## src/rtl/meab_consts.svh

```systemverilog
// constants for the execution datapath block
`ifndef MEAB_CONSTS_SVH
`define MEAB_CONSTS_SVH
`define MEAB_DATA_W      8
`define MEAB_PC_W        9
`define MEAB_ADDR_W      6
`define MEAB_BIT_W       3
`define MEAB_STACK_DEPTH 2
`define MEAB_ACC_RST     8'h00
`define MEAB_PC_RST      9'h000
`define MEAB_FLAG_C      0
`define MEAB_FLAG_HALF_CARRY 1
`define MEAB_FLAG_Z      2
`define MEAB_FLAGS_RST   3'h0
`define MEAB_BRANCH_CYC  2
`endif

```

## src/rtl/meab_pkg.sv

```systemverilog
// types for the execution datapath block
package meab_pkg;
  typedef enum logic [3:0] {
    MEAB_OP_NOP,
    MEAB_OP_ADD_ACC_REG,
    MEAB_OP_ADD_ACC_LITERAL,
    MEAB_OP_AND_ACC_REG,
    MEAB_OP_AND_ACC_LITERAL,
    MEAB_OP_BIT_CLEAR_REG,
    MEAB_OP_RETURN_WITH_LITERAL,
    MEAB_OP_CALL,
    MEAB_OP_JUMP
  } meab_op_e;
  typedef enum logic {
    MEAB_ST_EXEC,
    MEAB_ST_FLUSH
  } meab_state_e;
endpackage : meab_pkg

```

## src/rtl/meab_alu.sv

```systemverilog
// adder and logic unit with carry, half carry and zero outputs
`timescale 1ns/10ps
`include "meab_consts.svh"
module meab_alu
  import meab_pkg::*;
(
  input  wire logic [7:0] a_in,
  input  wire logic [7:0] b_in,
  input  wire logic       do_and_in,
  output logic      [7:0] res_out,
  output logic            carry_out,
  output logic            half_carry_out,
  output logic            zero_out
);
  wire logic [8:0] sum_w;
  wire logic [4:0] low_w;
  assign sum_w          = {1'b0, a_in} + {1'b0, b_in};
  assign low_w          = {1'b0, a_in[3:0]} + {1'b0, b_in[3:0]};
  assign res_out        = do_and_in ? (a_in & b_in) : sum_w[7:0];
  assign carry_out      = sum_w[8];
  assign half_carry_out = low_w[4];
  assign zero_out       = (res_out == 8'h00);
endmodule : meab_alu

```

## src/rtl/meab_exec.sv

```systemverilog
// execution datapath: arithmetic, bit clear, call, jump and literal return
// Functional notes
// - return-with-literal loads literal to accumulator, pops stack into pc, two cycles.
// - call pushes next address, loads 9-bit literal into pc, two cycles.
// - register field is 6 bits, bit field selects one of eight bits.
// - destination bit zero writes accumulator, one writes file register.
// - add register sums operands, writes destination, updates carry, half carry, zero, one cycle.
// - add literal sums accumulator and literal into accumulator, updates carry, half carry, zero.
// - and register writes and to destination, updates only z, one cycle.
// - and literal writes and to accumulator, updates only z.
// - bit clear zeroes chosen bit, keeps others and flags, one cycle.
`timescale 1ns/10ps
`include "meab_consts.svh"
module meab_exec
  import meab_pkg::*;
(
  input  wire logic                      clk_in,
  input  wire logic                      reset_in,
  input  wire logic                      instr_valid_in,
  input  wire meab_op_e                  op_in,
  input  wire logic [`MEAB_PC_W-1:0]     literal_in,
  input  wire logic [`MEAB_ADDR_W-1:0]   reg_addr_in,
  input  wire logic [`MEAB_BIT_W-1:0]    bit_sel_in,
  input  wire logic                      dest_in,
  input  wire logic [`MEAB_DATA_W-1:0]   file_rdata_in,
  output logic [`MEAB_ADDR_W-1:0]        file_addr_out,
  output logic                           file_we_out,
  output logic [`MEAB_DATA_W-1:0]        file_wdata_out,
  output logic [`MEAB_DATA_W-1:0]        acc_out,
  output logic                           carry_out,
  output logic                           half_carry_flag_out,
  output logic                           zero_out,
  output logic [`MEAB_PC_W-1:0]          pc_out,
  output logic                           busy_out
);
  meab_state_e                state_q, state_d;
  logic [`MEAB_DATA_W-1:0]    acc_q, acc_d;
  logic [`MEAB_PC_W-1:0]      pc_q, pc_d;
  logic [2:0]                 flags_q, flags_d;
  logic [`MEAB_PC_W-1:0]      stack_q [`MEAB_STACK_DEPTH];
  logic [`MEAB_ADDR_W-1:0]    faddr_q;
  logic                       fwe_q;
  logic [`MEAB_DATA_W-1:0]    fwdata_q;

  wire logic                  take_w;
  wire logic                  is_add_w;
  wire logic                  is_and_w;
  wire logic                  lit_op_w;
  wire logic                  reg_op_w;
  wire logic                  branch_w;
  wire logic [7:0]            b_opnd_w;
  wire logic [7:0]            alu_res_w;
  wire logic                  alu_c_w;
  wire logic                  alu_hc_w;
  wire logic                  alu_z_w;
  wire logic [7:0]            clr_res_w;
  wire logic                  to_file_w;
  wire logic                  to_acc_w;

  // the fetch stage must hold off while busy: the instruction after a branch is discarded
  assign take_w    = instr_valid_in && (state_q == MEAB_ST_EXEC);
  assign is_add_w  = (op_in == MEAB_OP_ADD_ACC_REG) || (op_in == MEAB_OP_ADD_ACC_LITERAL);
  assign is_and_w  = (op_in == MEAB_OP_AND_ACC_REG) || (op_in == MEAB_OP_AND_ACC_LITERAL);
  assign lit_op_w  = (op_in == MEAB_OP_ADD_ACC_LITERAL) || (op_in == MEAB_OP_AND_ACC_LITERAL);
  assign reg_op_w  = (op_in == MEAB_OP_ADD_ACC_REG) || (op_in == MEAB_OP_AND_ACC_REG);
  assign branch_w  = (op_in == MEAB_OP_CALL) || (op_in == MEAB_OP_JUMP)
                  || (op_in == MEAB_OP_RETURN_WITH_LITERAL);
  assign b_opnd_w  = lit_op_w ? literal_in[7:0] : file_rdata_in;
  assign clr_res_w = file_rdata_in & ~(8'h01 << bit_sel_in);
  assign to_file_w = take_w && ((reg_op_w && dest_in) || op_in == MEAB_OP_BIT_CLEAR_REG);
  assign to_acc_w  = take_w && ((reg_op_w && !dest_in) || lit_op_w);

  meab_alu u_alu (
    .a_in           (acc_q),
    .b_in           (b_opnd_w),
    .do_and_in      (is_and_w),
    .res_out        (alu_res_w),
    .carry_out      (alu_c_w),
    .half_carry_out (alu_hc_w),
    .zero_out       (alu_z_w)
  );

  always_comb begin
    state_d = MEAB_ST_EXEC;
    acc_d   = acc_q;
    pc_d    = pc_q;
    flags_d = flags_q;
    if (take_w) begin
      pc_d = pc_q + 9'h001;
      if (to_acc_w) begin
        acc_d = alu_res_w;
      end
      if (is_add_w) begin
        flags_d = {alu_z_w, alu_hc_w, alu_c_w};
      end else if (is_and_w) begin
        flags_d[`MEAB_FLAG_Z] = alu_z_w;
      end
      unique case (op_in)
        MEAB_OP_RETURN_WITH_LITERAL: begin
          acc_d = literal_in[7:0];
          pc_d  = stack_q[0];
        end
        MEAB_OP_CALL: pc_d = literal_in;
        MEAB_OP_JUMP: pc_d = literal_in;
        default: ;
      endcase
      if (branch_w) begin
        state_d = MEAB_ST_FLUSH;
      end
    end
  end

  always_ff @(posedge clk_in) begin
    if (reset_in) begin
      state_q <= MEAB_ST_EXEC;
      acc_q   <= `MEAB_ACC_RST;
      pc_q    <= `MEAB_PC_RST;
      flags_q <= `MEAB_FLAGS_RST;
    end else begin
      state_q <= state_d;
      acc_q   <= acc_d;
      pc_q    <= pc_d;
      flags_q <= flags_d;
    end
  end

  // two-level stack: push shifts down, pop shifts up; jump leaves it alone
  always_ff @(posedge clk_in) begin
    if (reset_in) begin
      stack_q[0] <= `MEAB_PC_RST;
      stack_q[1] <= `MEAB_PC_RST;
    end else if (take_w && op_in == MEAB_OP_CALL) begin
      stack_q[0] <= pc_q + 9'h001;
      stack_q[1] <= stack_q[0];
    end else if (take_w && op_in == MEAB_OP_RETURN_WITH_LITERAL) begin
      stack_q[0] <= stack_q[1];
    end
  end

  always_ff @(posedge clk_in) begin
    if (reset_in) begin
      fwe_q    <= 1'b0;
      faddr_q  <= 6'h00;
      fwdata_q <= 8'h00;
    end else begin
      fwe_q    <= to_file_w;
      faddr_q  <= reg_addr_in;
      fwdata_q <= (op_in == MEAB_OP_BIT_CLEAR_REG) ? clr_res_w : alu_res_w;
    end
  end

  // limitation: the write-back address shows only while no new instruction is taken,
  // so the fetch stage keeps the cycle after a file write free
  assign file_addr_out       = take_w ? reg_addr_in : faddr_q;
  assign file_we_out         = fwe_q;
  assign file_wdata_out      = fwdata_q;
  assign acc_out             = acc_q;
  assign carry_out           = flags_q[`MEAB_FLAG_C];
  assign half_carry_flag_out = flags_q[`MEAB_FLAG_HALF_CARRY];
  assign zero_out            = flags_q[`MEAB_FLAG_Z];
  assign pc_out              = pc_q;
  assign busy_out            = (state_q == MEAB_ST_FLUSH);
endmodule : meab_exec

```

## config.mk

```make
export PLATFORM = sky130hd
export DESIGN_NAME = meab_exec
export DESIGN_NICKNAME = d
export VERILOG_FILES = /design/src/rtl/meab_pkg.sv /design/src/rtl/meab_alu.sv /design/src/rtl/meab_exec.sv
export VERILOG_INCLUDE_DIRS = /design/src /design/src/rtl
export SDC_FILE = /design/constraint.sdc
export NUM_CORES = 1
export LEC_CHECK = 0
export BUFFER_PORTS_ARGS = -buffer_cell sky130_fd_sc_hd__clkbuf_2
export CAP_MARGIN = 0
export CORE_MARGIN = 2
export CORE_UTILIZATION = 41
export CTS_CLUSTER_DIAMETER = 150
export DETAILED_ROUTE_END_ITERATION = 12
export PLACE_DENSITY = 0.62
export SYNTH_ARGS = -nofsm -noshare
export SYNTH_HDL_FRONTEND = slang
export SYNTH_HIERARCHICAL = 1
export SYNTH_SLANG_ARGS = --single-unit
```

## constraint.sdc

```tcl
create_clock -name clk_in -period 5.1 [get_ports clk_in]
set_input_delay 0.765 -clock clk_in [delete_from_list [all_inputs] [get_ports clk_in]]
set_output_delay 0.765 -clock clk_in [all_outputs]
set_load 0.1 [all_outputs]
```

==> results.txt <==
status: finished clean
cell with the most instances after synthesis: nand2_1
Setup TNS Final: 0 ns
Slew HR: 34.5%
initial antenna violation count: 0
period utilization: 70.8%
CTS tree: built
WP buf/inv: 2
final hold violations: 0
gr usage total: 21.6%
Sw Ratio: 40.5%
Critical Path RT: 5.33 ns
layout cells sized above 1: 25.7%
CP max stage delay: 0.56 ns
cts repair resizes: 0
Post-synth EDFFs: 18
largest net degree at the start of global routing: 33
H-tree lvl count: 2
Nets: 464
Synth area leaders: dfxtp_1 21%, edfxtp_1 16%, nand2_1 4.9%
Ant. Diodes: 0
Top delay family on crit path: compound AO/OA/AOI/OAI gates
Tmin final: 3.61 ns
die span in x: 94.9 um
1st-pass router iterations: 4
crit start category: input port
num ports: 70
number of setup buffers added after CTS: 0
worst path cell trace: clkbuf_2 > xnor2_1 > or3_1 > mux2_4 > ha_1 > a21o_2 > a31oi_2 > inv_2 > mux2i_1 > o22ai_1 > mux2i_1 > a211oi_2
post-synthesis sequential area ratio: 37.3%
Hold Buf Count CTS: 0
fmax: 277 MHz
post-route cell area: 0.00384 mm2
Filler cells: 822
instance area after placement: 0.00375 mm2
Layout area overhead: 13.4%
max_cap viols: 0
DR vias: 3011
Cell Area, Synth: 0.00338 mm2
vias in the first global route: 2897
vias per cell: 5.72
# rows: 33
DPL Wire Length: 6.65 mm
placer congestion estimate: 0.880
slowest CP cell: or3_1
Seq pwr share: 43.2%
Power, Total: 1.12 mW
Setup Skew: 0.0196 ns
first-pass GRT wire length: 15.0 mm
DR iter-0 viols: 196
Final WS setup: 1.49 ns
LEAKAGE: 1.68 nW
gr ovfl total: 0
Top FF cell, synth: dfxtp_1
Num CTS Buffers: 5
Tightest Pin Transition: 0.978 ns
Clock power frac: 22.5%
Mapped Avg Cell Area: 9.32 um2
Root Driver: clkbuf_8
Final Setup Violations: 0
Final Routed Wirelength: 9.38 mm
post-synthesis register bit count: 54
# DRC: 0
Synth top area share: 21.3%
Buffers on Ports: 69
Post-Syn Nets: 407
most frequent CP cell: mux2i_1
Clock transition at path regs: 0.10 ns
synth cell count leaders: 44 x nand2_1, 36 x dfxtp_1, 20 x nor2_1, 20 x o21ai_0, 18 x edfxtp_1
ANT nets after route: 0
DP Worst Slack: 1.18 ns
setup slack, reg-to-reg: 2.91 ns
Yosys cell types: 72
total die area: 0.00900 mm2
logic gate share of total power: 34.2%
Slew Limit Fails: 0
Pint: 669 uW
worst vdd ir: 154 uV
drt wl/cell: 17.8 um
synthesized instance count: 363
pwr/cell area: 293 mW/mm2
Synth area leader: dfxtp_1
CP arrival: 3.83 ns
chip height: 94.9 um
ys async rst share: 0%
maximum clock path buffer count: 2
RSZ-0062 raised after global routing: false
core region area: 0.00809 mm2
Net Switching: 456 uW
CP Class: input port to flop
worst hold path type: flop to flop
worst-skew pair later-pin latency: 0.32 ns
Worst setup EP type: flop
clock sink total: 54
Yosys warnings: 6
maximum fanout along the worst path: 13
Starting Density: 41.8%
-- registers in the layout, indices dropped and copies added (netlist names) --
register and flops:
stack_q 18, flags_q 3, acc_out 8, file_wdata_out 8
busy_out 1, faddr_q 6, file_we_out 1, pc_out 9
-- stage by stage --
| step | hold slack (ns) | utilization [%] | instances |
|---|---|---|---|
| after global routing | 0.555 | 47.4 | 526 |
| after floorplan | 0.491 | - | 363 |
| after CTS | 0.518 | 47.4 | 526 |
| after detailed placement | 0.493 | 46.4 | 518 |
| after global placement | 0.484 | 46.4 | 518 |
| final | 0.507 | 47.4 | 526 |
-- cell type report --
cell class	count	area (um2)	area share (%)
Clock inverter	2	13.8	0.359
Tap cell	105	131	3.42
Clock buffer	6	72.6	1.89
Sequential cell	54	1260	32.9
Timing Repair Buffer	74	383	9.97
Multi-Input combinational cell	277	1950	50.7
Inverter	8	30.0	0.782
-- cells by family (layout without fill, tap and decap cells) --
logic type	count (synthesis)	count (layout)	synth area share, %
buf+inv	32	90	5.21
flops	54	54	37.3
mux	20	20	7.14
xor+xnor	8	8	2.07
compound gates	99	99	21.0
fa+ha+maj	10	10	3.70
simple gates	140	140	23.6
-- power by group through the flow --
stage | clock network (mW) | registers (mW) | logic [mW]
6_report | 0.253 | 0.486 | 0.385
5_1_grt | 0.274 | 0.489 | 0.411
4_1_cts | 0.258 | 0.486 | 0.385
3_5_place_dp | 0 | 0.496 | 0.383
3_3_place_gp | 0 | 0.495 | 0.382
2_1_floorplan | 0 | 0.617 | 0.185
-- final timing paths --
| check | start | end | cells past startpoint |
|---|---|---|---|
| max | op_in[1] | acc_out[6] | 12 |
| min | flags_q[0] | flags_q[0] | 2 |
| max reg2reg | acc_out[1] | acc_out[6] | 8 |
| min reg2reg | flags_q[0] | flags_q[0] | 2 |
-- metal layers --
layer | wire length, um | up-vias | GRT usage [%]
met5 | 0 | - | 0
met4 | 183 | 0 | 7.25
met3 | 452 | 11 | 3.83
met2 | 4170 | 86 | 33.6
met1 | 4570 | 1442 | 30.1
li1 | - | 1472 | -
-- layout by cell type (no fill, tap or decap), types with 3 or more instances in the layout --
master / netlist / layout
a211oi_1: 6 / 6
a21o_1: 5 / 5
a21oi_1: 17 / 17
a221oi_1: 7 / 7
a22o_1: 7 / 7
a311oi_1: 3 / 3
and3_1: 10 / 10
buf_4: 3 / 5
clkbuf_2: 0 / 69
clkbuf_8: 0 / 5
dfxtp_1: 36 / 36
edfxtp_1: 18 / 18
ha_1: 10 / 10
inv_1: 7 / 7
mux2_4: 8 / 8
mux2i_1: 11 / 11
nand2_1: 44 / 44
nand2b_1: 3 / 3
nand3_1: 10 / 10
nor2_1: 20 / 20
nor2b_1: 12 / 12
nor3_1: 5 / 5
nor3b_1: 4 / 4
nor4b_1: 4 / 4
o211ai_1: 6 / 6
o21a_1: 5 / 5
o21ai_0: 20 / 19
or2_2: 3 / 3
xnor2_1: 5 / 5
xor2_1: 3 / 3
-- worst reg2reg max path, delay by kind of cell (launching register included) --
kind / cells / cell delay, ns
buffers and inverters: 1 / 0.07
muxes: 2 / 0.27
DFF: 1 / 0.35
AOI/OAI and AO/OA: 4 / 1.05
adders and majority gates: 1 / 0.36
(Power assumes the default switching activity.)
